$ cat config.mk
export PLATFORM = sky130hd
export DESIGN_NAME = magnetometer_control
export DESIGN_NICKNAME = d
export VERILOG_FILES = /design/src/magnetometer_pkg.sv /design/src/link_sync.sv /design/src/axis_sequencer.sv /design/src/magnetometer_control.sv
export SDC_FILE = /design/constraint.sdc
export NUM_CORES = 1
export LEC_CHECK = 0
export ABC_CLOCK_PERIOD_IN_PS = 6200
export BUFFER_PORTS_ARGS = -buffer_cell sky130_fd_sc_hd__buf_2
export CAP_MARGIN = 30
export CORE_MARGIN = 1
export CORE_UTILIZATION = 66
export CTS_BUF_LIST = sky130_fd_sc_hd__clkbuf_8
export DETAILED_ROUTE_END_ITERATION = 12
export PLACE_DENSITY = 0.84
export REMOVE_ABC_BUFFERS = 1
export SYNTH_ARGS = -nofsm -noshare
export SYNTH_HDL_FRONTEND = slang
export SYNTH_SLANG_ARGS = --single-unit
$ cat constraint.sdc
create_clock -name mclk_in -period 6.2 [get_ports mclk_in]
set_input_delay 0.62 -clock mclk_in [delete_from_list [all_inputs] [get_ports mclk_in]]
set_output_delay 0.62 -clock mclk_in [all_outputs]
set_load 0.005 [all_outputs]
$ cat src/magnetometer_pkg.sv
// Constants shared by the magnetometer control block.
// Assumes a single 40 MHz system clock.
package magnetometer_pkg;
	localparam int unsigned clk_hz = 40000000;
	localparam logic [6:0] slave_address = 7'h30;
	localparam logic [7:0] offset_rate_and_axis_control = 8'h09;
	localparam logic [7:0] offset_continuous_and_irq_control = 8'h0a;
	localparam logic [7:0] offset_x_motion_limit = 8'h0b;
	localparam logic [7:0] offset_y_motion_limit = 8'h0c;
	localparam logic [7:0] offset_z_motion_limit = 8'h0d;
	localparam logic [7:0] offset_part_identifier = 8'h2f;
	localparam logic [7:0] offset_trigger_control = 8'h08;
	localparam logic [7:0] offset_status = 8'h07;
	// Arbitrary identification value
	localparam logic [7:0] part_identifier_value = 8'h5a;
	localparam logic [7:0] reset_register = 8'h00;
	// Field positions
	localparam int unsigned soft_restart_bit = 7;
	localparam int unsigned motion_irq_enable_bit = 5;
	localparam int unsigned done_irq_enable_bit = 6;
	localparam int unsigned motion_watch_start_bit = 1;
	localparam int unsigned measure_start_bit = 0;
	// Measurement times in microseconds, per speed code
	localparam int unsigned meas_time_us_0 = 10000;
	localparam int unsigned meas_time_us_1 = 5000;
	localparam int unsigned meas_time_us_2 = 2500;
	localparam int unsigned meas_time_us_3 = 1600;
	// One-third spacing between axis conversions, in cycles
	localparam int unsigned axis_gap_0 = meas_time_us_0 * (clk_hz / 1000000) / 3;
	localparam int unsigned axis_gap_1 = meas_time_us_1 * (clk_hz / 1000000) / 3;
	localparam int unsigned axis_gap_2 = meas_time_us_2 * (clk_hz / 1000000) / 3;
	localparam int unsigned axis_gap_3 = meas_time_us_3 * (clk_hz / 1000000) / 3;
	// Tick of 1/128 s for periodic rates
	localparam int unsigned tick_hz = 128;
	localparam int unsigned tick_cycles = clk_hz / tick_hz;
	localparam int unsigned power_up_us = 5000;
	localparam int unsigned power_up_cycles = power_up_us * (clk_hz / 1000000);
	typedef enum logic [2:0] {
		meas_idle, meas_convert, meas_gap, meas_finish
	} meas_state_t;
	typedef enum logic [2:0] {
		link_idle, link_address, link_address_ack, link_write,
		link_write_ack, link_read, link_read_ack
	} link_state_t;
endpackage

$ cat src/link_sync.sv
// Two-stage synchroniser for a pin, with rise and fall pulses.
// Assumes the pin is asynchronous to clk_in.
`timescale 1ns/1ps
`default_nettype none
module link_sync (
	input wire logic clk_in,
	input wire logic reset_n_in,
	input wire logic pin_in,
	output logic level_out,
	output logic rise_out,
	output logic fall_out
);
	logic meta;
	logic stable;
	logic prior;
	always_ff @(posedge clk_in or negedge reset_n_in) begin
		if (!reset_n_in) begin
			meta <= 1'b1;
			stable <= 1'b1;
			prior <= 1'b1;
		end else begin
			meta <= pin_in;
			stable <= meta;
			prior <= stable;
		end
	end
	assign level_out = stable;
	assign rise_out = stable & ~prior;
	assign fall_out = ~stable & prior;
endmodule
`default_nettype wire

$ cat src/axis_sequencer.sv
// Runs one measurement: converts enabled axes spaced by a third of the time.
// Assumes start_in is a single-cycle pulse on the system clock.
`timescale 1ns/1ps
`default_nettype none
module axis_sequencer
	import magnetometer_pkg::*;
(
	input wire logic clk_in,
	input wire logic reset_n_in,
	input wire logic start_in,
	input wire logic [1:0] speed_in,
	input wire logic [2:0] axis_off_in,
	output logic [2:0] convert_out,
	output logic done_out
);
	meas_state_t state;
	logic [1:0] axis;
	logic [18:0] count;
	logic [18:0] gap;
	always_comb begin
		unique case (speed_in)
			2'h0: gap = 19'(axis_gap_0);
			2'h1: gap = 19'(axis_gap_1);
			2'h2: gap = 19'(axis_gap_2);
			2'h3: gap = 19'(axis_gap_3);
		endcase
	end
	always_ff @(posedge clk_in or negedge reset_n_in) begin
		if (!reset_n_in) begin
			state <= meas_idle;
			axis <= 2'h0;
			count <= 19'h0;
			convert_out <= 3'h0;
			done_out <= 1'b0;
		end else begin
			convert_out <= 3'h0;
			done_out <= 1'b0;
			unique case (state)
				meas_idle: if (start_in) begin
					axis <= 2'h0;
					state <= meas_convert;
				end
				meas_convert: begin
					if (axis == 2'h3) begin
						state <= meas_finish;
					end else if (axis_off_in[axis]) begin
						axis <= axis + 2'h1; // RULE20
					end else begin
						convert_out[axis] <= 1'b1; // RULE1
						count <= gap;
						state <= meas_gap;
					end
				end
				meas_gap: begin
					if (count <= 19'h1) begin
						axis <= axis + 2'h1;
						state <= meas_convert;
					end else begin
						count <= count - 19'h1; // RULE1
					end
				end
				meas_finish: begin
					done_out <= 1'b1;
					state <= meas_idle;
				end
				default: state <= meas_idle;
			endcase
		end
	end
endmodule
`default_nettype wire

$ cat src/magnetometer_control.sv
// Magnetometer control core: I2C slave, registers, sequencing, motion watch.
// Assumes SCL and SDA are asynchronous pins; axis samples come from the analog side.
// Function
// RULE1 - Axes converted in turn, one third apart
// RULE2 - Host waits measurement time before results
// RULE3 - Periodic rates assume slowest output speed
// RULE4 - Rate code zero disables periodic and motion
// RULE5 - Rate codes map 14 Hz down to 1/64 Hz
// RULE6 - Motion watch baselines, compares, flags, self-clears
// RULE7 - Motion enable drives interrupt on motion
// RULE8 - Done enable drives interrupt on completion
// RULE9 - Per-axis 8-bit threshold in 1 mG steps
// RULE10 - START and STOP framed while SCL high
// RULE11 - Eight bits plus acknowledge per byte
// RULE12 - Bits shifted most significant first
// RULE13 - Answer address 0110000, last bit read
// RULE14 - Master writes register index first
// RULE15 - Acknowledge by pulling SDA low
// RULE16 - Read via repeated START, device drives data
// RULE17 - Bursts reach consecutive registers
// RULE18 - Pointer advances after every byte
// RULE19 - STOP or new START ends transfer
// RULE20 - Disabled axis skipped, shorter measurement
// RULE21 - Soft restart clears registers, reruns power-up; the status register keeps its value
`timescale 1ns/1ps
`default_nettype none
module magnetometer_control
	import magnetometer_pkg::*;
#(
	parameter int unsigned power_up_count = power_up_cycles,
	parameter int unsigned tick_count = tick_cycles
) (
	input wire logic mclk_in,
	input wire logic reset_n_in,
	input wire logic scl_in,
	input wire logic sda_in,
	output logic sda_out,
	output logic sda_oe_out,
	input wire logic [15:0] x_sample_in,
	input wire logic [15:0] y_sample_in,
	input wire logic [15:0] z_sample_in,
	output logic [2:0] convert_out,
	output logic irq_out,
	output logic ready_out
);
	logic scl;
	logic scl_rise;
	logic scl_fall;
	logic sda;
	logic sda_rise;
	logic sda_fall;
	link_state_t link;
	logic [3:0] bit_count;
	logic [7:0] shift;
	logic [7:0] pointer;
	logic index_phase;
	logic [7:0] trigger_control;
	logic [7:0] rate_and_axis_control;
	logic [7:0] continuous_and_irq_control;
	logic [7:0] x_motion_limit;
	logic [7:0] y_motion_limit;
	logic [7:0] z_motion_limit;
	logic [7:0] status;
	logic write_strobe;
	logic [7:0] write_data;
	logic [7:0] read_data;
	logic restart;
	logic [22:0] boot_count;
	logic [23:0] tick_timer;
	logic tick;
	logic [12:0] tick_index;
	logic periodic_due;
	logic seq_start;
	logic seq_done;
	logic [2:0] seq_convert;
	logic baseline_pending;
	logic [15:0] base_x;
	logic [15:0] base_y;
	logic [15:0] base_z;
	logic motion_hit;
	logic start_cond;
	logic stop_cond;

	link_sync scl_sync (.clk_in(mclk_in), .reset_n_in(reset_n_in), .pin_in(scl_in),
		.level_out(scl), .rise_out(scl_rise), .fall_out(scl_fall));
	link_sync sda_sync (.clk_in(mclk_in), .reset_n_in(reset_n_in), .pin_in(sda_in),
		.level_out(sda), .rise_out(sda_rise), .fall_out(sda_fall));

	assign start_cond = sda_fall & scl; // RULE10
	assign stop_cond = sda_rise & scl; // RULE10

	// Register read mux
	always_comb begin
		unique case (pointer)
			offset_status: read_data = status;
			offset_part_identifier: read_data = part_identifier_value;
			default: read_data = 8'h00;
		endcase
	end

	// Serial link
	always_ff @(posedge mclk_in or negedge reset_n_in) begin
		if (!reset_n_in) begin
			link <= link_idle;
			bit_count <= 4'h0;
			shift <= 8'h00;
			pointer <= 8'h00;
			index_phase <= 1'b0;
			sda_out <= 1'b1;
			sda_oe_out <= 1'b0;
			write_strobe <= 1'b0;
			write_data <= 8'h00;
		end else begin
			write_strobe <= 1'b0;
			if (start_cond) begin
				link <= link_address; // RULE19
				bit_count <= 4'h0;
				sda_oe_out <= 1'b0;
			end else if (stop_cond) begin
				link <= link_idle; // RULE19
				sda_oe_out <= 1'b0;
			end else if (scl_rise) begin
				unique case (link)
					link_address, link_write: begin
						shift <= {shift[6:0], sda}; // RULE12
						bit_count <= bit_count + 4'h1; // RULE11
					end
					link_read: bit_count <= bit_count + 4'h1;
					link_read_ack: if (sda) begin
						link <= link_idle;
					end
					default: ;
				endcase
			end else if (scl_fall) begin
				unique case (link)
					link_address: if (bit_count == 4'h8) begin
						if (shift[7:1] == slave_address) begin // RULE13
							sda_out <= 1'b0; // RULE15
							sda_oe_out <= 1'b1;
							index_phase <= ~shift[0]; // RULE14
							link <= link_address_ack;
						end else begin
							link <= link_idle;
						end
					end
					link_address_ack: begin
						bit_count <= 4'h0;
						if (shift[0]) begin
							sda_out <= read_data[7]; // RULE16
							shift <= {read_data[6:0], 1'b0};
							link <= link_read;
						end else begin
							sda_oe_out <= 1'b0;
							link <= link_write;
						end
					end
					link_write: if (bit_count == 4'h8) begin
						sda_out <= 1'b0;
						sda_oe_out <= 1'b1;
						if (index_phase) begin
							pointer <= shift; // RULE14
						end else begin
							write_strobe <= 1'b1;
							write_data <= shift;
						end
						link <= link_write_ack;
					end
					link_write_ack: begin
						sda_oe_out <= 1'b0;
						bit_count <= 4'h0;
						if (index_phase) begin
							index_phase <= 1'b0;
						end else begin
							pointer <= pointer + 8'h01; // RULE18
						end
						link <= link_write; // RULE17
					end
					link_read: begin
						if (bit_count == 4'h8) begin
							sda_oe_out <= 1'b0;
							pointer <= pointer + 8'h01; // RULE18
							link <= link_read_ack;
						end else begin
							sda_out <= shift[7]; // RULE12
							shift <= {shift[6:0], 1'b0};
						end
					end
					link_read_ack: begin
						bit_count <= 4'h0;
						sda_out <= read_data[7]; // RULE17
						sda_oe_out <= 1'b1;
						shift <= {read_data[6:0], 1'b0};
						link <= link_read;
					end
					default: ;
				endcase
			end
		end
	end

	// Register writes and restart
	always_ff @(posedge mclk_in or negedge reset_n_in) begin
		if (!reset_n_in) begin
			trigger_control <= reset_register;
			rate_and_axis_control <= reset_register;
			continuous_and_irq_control <= reset_register;
			x_motion_limit <= reset_register;
			y_motion_limit <= reset_register;
			z_motion_limit <= reset_register;
			restart <= 1'b0;
		end else begin
			restart <= 1'b0;
			trigger_control[measure_start_bit] <= 1'b0;
			if (motion_hit) begin
				trigger_control[motion_watch_start_bit] <= 1'b0; // RULE6
			end
			if (write_strobe) begin
				unique case (pointer)
					offset_trigger_control: trigger_control <= write_data;
					offset_rate_and_axis_control: begin
						if (write_data[soft_restart_bit]) begin
							restart <= 1'b1; // RULE21
						end else begin
							rate_and_axis_control <= write_data;
						end
					end
					offset_continuous_and_irq_control: continuous_and_irq_control <= write_data;
					offset_x_motion_limit: x_motion_limit <= write_data; // RULE9
					offset_y_motion_limit: y_motion_limit <= write_data; // RULE9
					offset_z_motion_limit: z_motion_limit <= write_data; // RULE9
					default: ;
				endcase
			end
			if (restart) begin
				trigger_control <= reset_register; // RULE21
				rate_and_axis_control <= reset_register;
				continuous_and_irq_control <= reset_register;
				x_motion_limit <= reset_register;
				y_motion_limit <= reset_register;
				z_motion_limit <= reset_register;
			end
		end
	end

	// Power-up wait
	always_ff @(posedge mclk_in or negedge reset_n_in) begin
		if (!reset_n_in) begin
			boot_count <= 23'h0;
			ready_out <= 1'b0;
		end else if (restart) begin
			boot_count <= 23'h0; // RULE21
			ready_out <= 1'b0;
		end else if (boot_count >= 23'(power_up_count)) begin
			ready_out <= 1'b1;
		end else begin
			boot_count <= boot_count + 23'h1;
		end
	end

	// Periodic tick at 128 Hz, rate code picks the interval
	always_ff @(posedge mclk_in or negedge reset_n_in) begin
		if (!reset_n_in) begin
			tick_timer <= 24'h0;
			tick <= 1'b0;
			tick_index <= 13'h0;
		end else begin
			tick <= 1'b0;
			if (tick_timer >= 24'(tick_count - 1)) begin
				tick_timer <= 24'h0;
				tick <= 1'b1;
				tick_index <= tick_index + 13'h1;
			end else begin
				tick_timer <= tick_timer + 24'h1;
			end
		end
	end

	// Intervals in 1/128 s ticks, speed code 00 assumed
	always_comb begin
		unique case (continuous_and_irq_control[3:0]) // RULE3
			4'h1: periodic_due = tick && (tick_index % 13'h9 == 13'h0); // RULE5
			4'h2: periodic_due = tick && (tick_index % 13'h1a == 13'h0);
			4'h3: periodic_due = tick && (tick_index % 13'h3a == 13'h0);
			4'h4, 4'h5, 4'h6, 4'h7, 4'h8, 4'h9, 4'ha: periodic_due = tick
				&& ((tick_index & 13'((14'h1 << (continuous_and_irq_control[3:0] + 4'h3)) - 14'h1))
				== 13'h0); // RULE5
			default: periodic_due = 1'b0; // RULE4
		endcase
	end

	assign seq_start = ready_out & (trigger_control[measure_start_bit] | periodic_due);

	axis_sequencer sequencer (.clk_in(mclk_in), .reset_n_in(reset_n_in), .start_in(seq_start),
		.speed_in(rate_and_axis_control[1:0]), .axis_off_in(rate_and_axis_control[4:2]),
		.convert_out(seq_convert), .done_out(seq_done));

	always_ff @(posedge mclk_in or negedge reset_n_in) begin
		if (!reset_n_in) begin
			convert_out <= 3'h0;
		end else begin
			convert_out <= seq_convert;
		end
	end

	// Motion watch
	always_comb begin
		motion_hit = 1'b0;
		if (seq_done && trigger_control[motion_watch_start_bit] && !baseline_pending
			&& continuous_and_irq_control[3:0] != 4'h0) begin
			motion_hit = (x_sample_in - base_x > {8'h00, x_motion_limit} && base_x - x_sample_in >
				{8'h00, x_motion_limit}) | (16'(x_sample_in - base_x) > {8'h00, x_motion_limit}
				&& x_sample_in > base_x) | (16'(base_x - x_sample_in) > {8'h00, x_motion_limit}
				&& base_x > x_sample_in) | (y_sample_in > base_y && 16'(y_sample_in - base_y) >
				{8'h00, y_motion_limit}) | (base_y > y_sample_in && 16'(base_y - y_sample_in) >
				{8'h00, y_motion_limit}) | (z_sample_in > base_z && 16'(z_sample_in - base_z) >
				{8'h00, z_motion_limit}) | (base_z > z_sample_in && 16'(base_z - z_sample_in) >
				{8'h00, z_motion_limit}); // RULE6
		end
	end

	always_ff @(posedge mclk_in or negedge reset_n_in) begin
		if (!reset_n_in) begin
			baseline_pending <= 1'b0;
			base_x <= 16'h0;
			base_y <= 16'h0;
			base_z <= 16'h0;
		end else begin
			if (write_strobe && pointer == offset_trigger_control && write_data[motion_watch_start_bit]) begin
				baseline_pending <= 1'b1;
			end else if (seq_done && baseline_pending) begin
				baseline_pending <= 1'b0; // RULE6
				base_x <= x_sample_in;
				base_y <= y_sample_in;
				base_z <= z_sample_in;
			end
		end
	end

	// Status and interrupt; set wins over clear on read
	always_ff @(posedge mclk_in or negedge reset_n_in) begin
		if (!reset_n_in) begin
			status <= 8'h00;
			irq_out <= 1'b0;
		end else begin
			if (link == link_read && scl_fall && bit_count == 4'h8 && pointer == offset_status) begin
				status <= 8'h00;
			end
			if (seq_done) begin
				status[0] <= 1'b1;
			end
			if (motion_hit) begin
				status[1] <= 1'b1;
			end
			irq_out <= (continuous_and_irq_control[done_irq_enable_bit] & (status[0] | seq_done)) // RULE8
				| (continuous_and_irq_control[motion_irq_enable_bit] & (status[1] | motion_hit)); // RULE7
		end
	end
endmodule
`default_nettype wire

* Word level (Yosys, flattened, before mapping)
Cells that the tools add are included.
Cells by class: $add $sub $neg 15, div/mod/pow operators 3, magnitude comparators 17, equality and inequality tests 66, shift-type cells 1, mux-type cells 114, bitwise logic cells 30, reduce and logical (&&, ||, !) cells 73
Operators with widths (count):
- 8-bit 2-to-1 mux | 18
- 16-bit greater-than comparator | 6
- 16-bit by 8-bit greater-than comparator with 1-bit output | 6
- 16-bit subtractor | 6
- 19-bit one-hot mux with 4 select lines | 1
- 19-bit 2-to-1 mux | 3
- 13-bit zero test | 4
- 3-bit 2-to-1 mux | 17
- 8-bit by 4-bit == test with 1-bit output, second input constant | 6
- 8-bit one-hot mux with 3 select lines | 2
- 23-bit 2-to-1 mux | 2
- 19-bit one-hot mux with 2 select lines | 1
- 1-bit 2-to-1 mux | 37
- 2-bit inequality test, second input constant | 14
- 7-bit AND reduction | 4
- 2-bit nonzero test | 13
- 24-bit by 1-bit adder with 24-bit output, second input constant | 1
- 24-bit by 19-bit greater-or-equal comparator with 1-bit output, second input constant | 1
- 24-bit 2-to-1 mux | 1
- 4-bit 2-to-1 mux | 6
- 23-bit by 1-bit adder with 23-bit output, second input constant | 1
- 23-bit by 18-bit greater-or-equal comparator with 1-bit output, second input constant | 1
- 1-bit logical AND | 21
- 7-bit 2-to-1 mux | 3
- 67 further kinds | 144
Storage, ports and cells: register bits 225, bits of input ports 52, logic and storage cells 360

* Logic depth before layout (Yosys ltp)
depth in word-level cells 14, gate-level depth with buffers 30, depth with buffers taken out 24

* Cells and area by module
A second synthesis with hierarchy kept.
Unflattened totals: cell total of the unflattened synthesis 2773, area, all modules 21571.9 um^2
Modules (own cells, without submodules):
- magnetometer_control | instances 1, cells an instance 2553, area an instance 19478.7 um^2, seq. area each 4755.8 um^2
- axis_sequencer | instances 1, cells an instance 210, area an instance 1905.6 um^2, seq. area each 675.6 um^2
- link_sync | instances 2, cells an instance 5, area an instance 93.8 um^2, seq. area each 78.8 um^2

* Worst setup path after synthesis
No wires, ideal clock.
path kind reg-to-reg, start register tick_index[10], end register sequencer.state[0], setup time 0.125 ns, arrival time 5.474 ns, data required time 6.075 ns, slack 0.601 ns, stages on the path, launching flop included 29, buffers on the path 4, clock period less this slack 5.599 ns, cell sequence dfrtp_1 buf_6 buf_6 buf_4 buf_2 or3b_1 o211ai_1 a211o_1 nand2_1 and4_1 a311oi_2 nand2_1 a311oi_2 o21a_1 nor2_1 a21oi_1 or2_1 nand2_1 xnor2_1 ha_1 inv_1 nor4_1 a31oi_1 nand2_1 o21ai_0 a221oi_1 a221oi_2 a21oi_2 mux2_4
Between the ends: cells in the longest elaborated chain, start to end 8, elaborated cells between the ends (all ways) 17, classes of those cells div (3); eq/ne (1); mux (1); bitwise (3); reduce/logical (9)
Ends and longest elaborated chain:
- start: declaration | RTL line magnetometer_control.sv:71 | logic [12:0] tick_index;
- start signal: assignment | RTL line magnetometer_control.sv:271 | tick_index <= tick_index + 13'h1;
- 13-bit by 6-bit remainder unit with 13-bit output (tied with other cells) | RTL line magnetometer_control.sv:283 | 4'h3: periodic_due = tick && (tick_index % 13'h3a == 13'h0);
- 13-bit zero test (on tied branches)
- 1-bit logical AND (on tied branches)
- 1-bit one-hot mux with 4 select lines (*) | RTL line magnetometer_control.sv:280 | unique case (continuous_and_irq_control[3:0])
- 1-bit bitwise OR (*) | RTL line magnetometer_control.sv:291 | assign seq_start = ready_out & (trigger_control[measure_start_bit] | periodic_due);
- 1-bit bitwise AND (*) | RTL line magnetometer_control.sv:291
- 2-bit inequality test (no source line) (*)
- 3-bit AND reduction (no source line) (*)
- end signal: assignment | RTL line axis_sequencer.sv:57 | state <= meas_convert;
- end signal: assignment | RTL line axis_sequencer.sv:64 | state <= meas_idle;
- end signal: assignment | RTL line axis_sequencer.sv:66 | default: state <= meas_idle;
- end: declaration | RTL line axis_sequencer.sv:16 | meas_state_t state;
Every way passes the cells marked *; elsewhere a longest branch is shown, timed or not. A chain may end at the register's enable or synchronous reset.

* Worst setup path in the final report
Ends and elaborated chain as after synthesis.

==> impl_results.md <==
* Leak Pwr at 10.58 nW
* Layout Cells excl Fill at 3191
* ANT cells at 0
* Crit path DAT at 6.46 ns
* Slew @ Worst Pin at 0.9829 ns
* H-tree Lvls at 2
* WP buf/inv at 1
* GR Util met2 at 0.5718
* CP startpoint kind: flop
* Clk slew on worst S/H paths at 0.06 ns
* 1st-iter DRT viols at 1771
* Critical Path RT at 6.69 ns
* Critical path class: flop to flop
* NumNets Final at 2992
* Outcome: completed
* #FFs+latches synth at 223
* CP top delay family: compound AO/OA/AOI/OAI gates
* Maxcap violations at 0
* CP max stage cell: a2111oi_1
* Min-delay worst type: input port to async pin
* I/O pin count at 59
* Hold buffer count at CTS at 0
* Total power at 6.234 mW
* Critical path fanouts, max at 50
* Synth area leader: dfrtp_1
* Final Hold Fails at 0
* Vias/cell at 6.470
* Vias at 20650
* Final setup viols at 0
* Crit end category: flop
* Max VDD drop at 0.2107 mV
* Total CTS buffers at 41
* Predominant post-synthesis flop cell: dfrtp_1
* Top cells by area, synth: dfrtp_1 (25%), ha_1 (10%), a21oi_1 (5.4%)
* Yosys cell types at 133
* CP peak stage delay at 0.52 ns
* Worst R2R Setup Slack at 0.22 ns
* CTS root buf: clkbuf_8
* Worst-path cell chain: buf_12, or3b_4, a21o_1, a21oi_1, nor4_2, or4_4, a41oi_4, o211ai_4, mux2i_4, a211o_1, a211oi_1, o21ai_0, xnor2_1, ha_1, a221oi_2, o21bai_1, a2111oi_1, nor4b_2, o32a_1, a221oi_4, a21oi_2, mux2_4
* Post-route ant nets at 0
* Final WL at 57200 um
* Fin util at 0.7413
* Port buffer count at 58
* Die X at 182.2 um
* Commonest cells post-synth: nand2_1 (266), a21oi_1 (231), dfrtp_1 (216), nor2_1 (204), o21ai_0 (198)
* CTS tree: built
* Largest net degree at the start of global routing at 97
* Vias in the first global route at 19640
* Mean Syn Cell Area at 7.911 um^2
* Met3 usage at 0.05009
* DP HPWL at 41740 um
* Clock Sinks at 223
* Seq/Total Area, Yosys at 0.2607
* FFs w/ async S/R, synth at 1.000
* Fin Clk Skew at 0.03475 ns
* Fin. max-slew vios at 0
* Upper clock frequency limit at 167.4 MHz
* Met1 Use GR at 0.4564
* Period minus WS final at 5.975 ns
* Die area at 33210 um^2
* Clk_lat worst skew at 0.61 ns
* Drt wl/cell at 17.93 um
* Hold slack at 0.0008550 ns
* Setup TNS at 0 ns
* Max Root-Sink Buffers at 3
* Most common cell in the netlist: nand2_1
* Total GRT Usage at 0.3417
* Fin crit share at 0.9637
* Core area at 31720 um^2
* Post-route DRC violation count at 0
* GR peak layer: met2
* Fillcell total at 2412
* Synth Warn # at 0
* Overflow after GRT at 0
* Share of cells above drive strength 1 at 0.1251
* Post-Synthesis Cells at 2710
* Die Height at 182.2 um
* Relative slew slack at 0.3417
* Row count at 65
* Initial core utilization at 0.6759
* Yosys top cell area share at 0.2521
* Area growth syn-to-layout at 9.664%
* Drt pass-1 iters at 5
* Number of synthesized flops with an enable pin at 0
* PwrDens at 265.1 nW/um^2
* Routability Congestion at 0.9647
* Antenna violations before repair at 1
* First-pass GRT wire length at 94320 um
* Mapped cell area at 21440 um^2
* Placed Cells at 3103
routing by layer:
layer / wire [um] / vias up
li1: - / 9873
met1: 24950 / 9829
met2: 26920 / 818
met3: 3881 / 125
met4: 1434 / 2
met5: 13 / -
power by group:
| part | switching, mW | internal [mW] |
|---|---|---|
| Combinational | 1.70 | 1.12 |
| Sequential | 0.0914 | 1.49 |
| Clock | 0.710 | 1.12 |
cell families after synthesis:
kind of cell	after synthesis	synth area share
multiplexers	46	0.02317
adder cells (fa/ha/maj)	186	0.1104
XOR/XNOR	132	0.05428
other	1	0.0001749
flip-flops	223	0.2607
buffers and inverters	351	0.07091
AND/OR/NAND/NOR	899	0.2103
AO/OA/AOI/OAI	872	0.2701
placed cells by master, fill, tap and decap left out, types with 38 or more instances in the layout:
cell type,synthesis,layout
nand2_1,266,264
ha_1,178,178
nor3_1,55,52
o21bai_1,44,44
inv_1,191,197
o21ai_0,198,195
buf_4,5,87
dfrtp_1,216,213
clkbuf_8,0,50
nor2_1,204,203
a21o_1,60,60
nand4_1,47,47
mux2i_1,38,38
xnor2_1,91,91
a21oi_1,231,231
buf_2,21,59
nand3_1,80,80
xor2_1,40,40
layout make-up:
| class | count | area, um^2 | area share |
|---|---|---|---|
| multi-input combinational | 2140 | 14510 | 0.6169 |
| sequential | 223 | 5593 | 0.2379 |
| timing repair buffer | 154 | 1111 | 0.04726 |
| inverter | 196 | 738.2 | 0.03140 |
| clock buffer | 50 | 688.2 | 0.02927 |
| tap | 402 | 503.0 | 0.02139 |
| clock inverter | 26 | 372.9 | 0.01586 |
through the flow:
step | area (um^2) | worst slack, ns
6_report | 23510 | 0.2250
5_1_grt | 23510 | -0.1311
4_1_cts | 23260 | 0.03030
3_5_place_dp | 22200 | 0.04438
3_3_place_gp | 22140 | 0.1852
2_1_floorplan | 20670 | -0.3454
worst paths after layout:
kind                                 from                 end  cells past startpoint
max                        tick_index[10]  sequencer.state[0]                     22
min                            reset_n_in      tick_index[12]                      1
max reg2reg                tick_index[10]  sequencer.state[0]                     22
min reg2reg                 sda_sync.meta  sda_sync.level_out                      0
max in group asynchronous      reset_n_in             restart                      2
min in group mclk_in               sda_in       sda_sync.meta                      1
what timing repair did:
| action | 4_1_cts | 5_1_grt |
|---|---|---|
| setup buffers | 0 | 11 |
| endpoints found under the hold margin | 0 | 0 |
| gates resized for setup | 0 | 37 |
| setup endpoints to repair | 0 | 4 |
flip-flops by register name (all words and copies together) (netlist names), 3 cells and up:
signal and flops:
tick_timer 24, boot_count 23, sequencer.count 19, base_x 16, base_y 16, base_z 16, tick_index 13, pointer 8
shift 8, write_data 8, x_motion_limit 8, y_motion_limit 8, z_motion_limit 8, continuous_and_irq_control 6, rate_and_axis_control 5, bit_count 4
convert_out 3, link 3, sequencer.convert_out 3
Power figures use the tool's default switching activity.
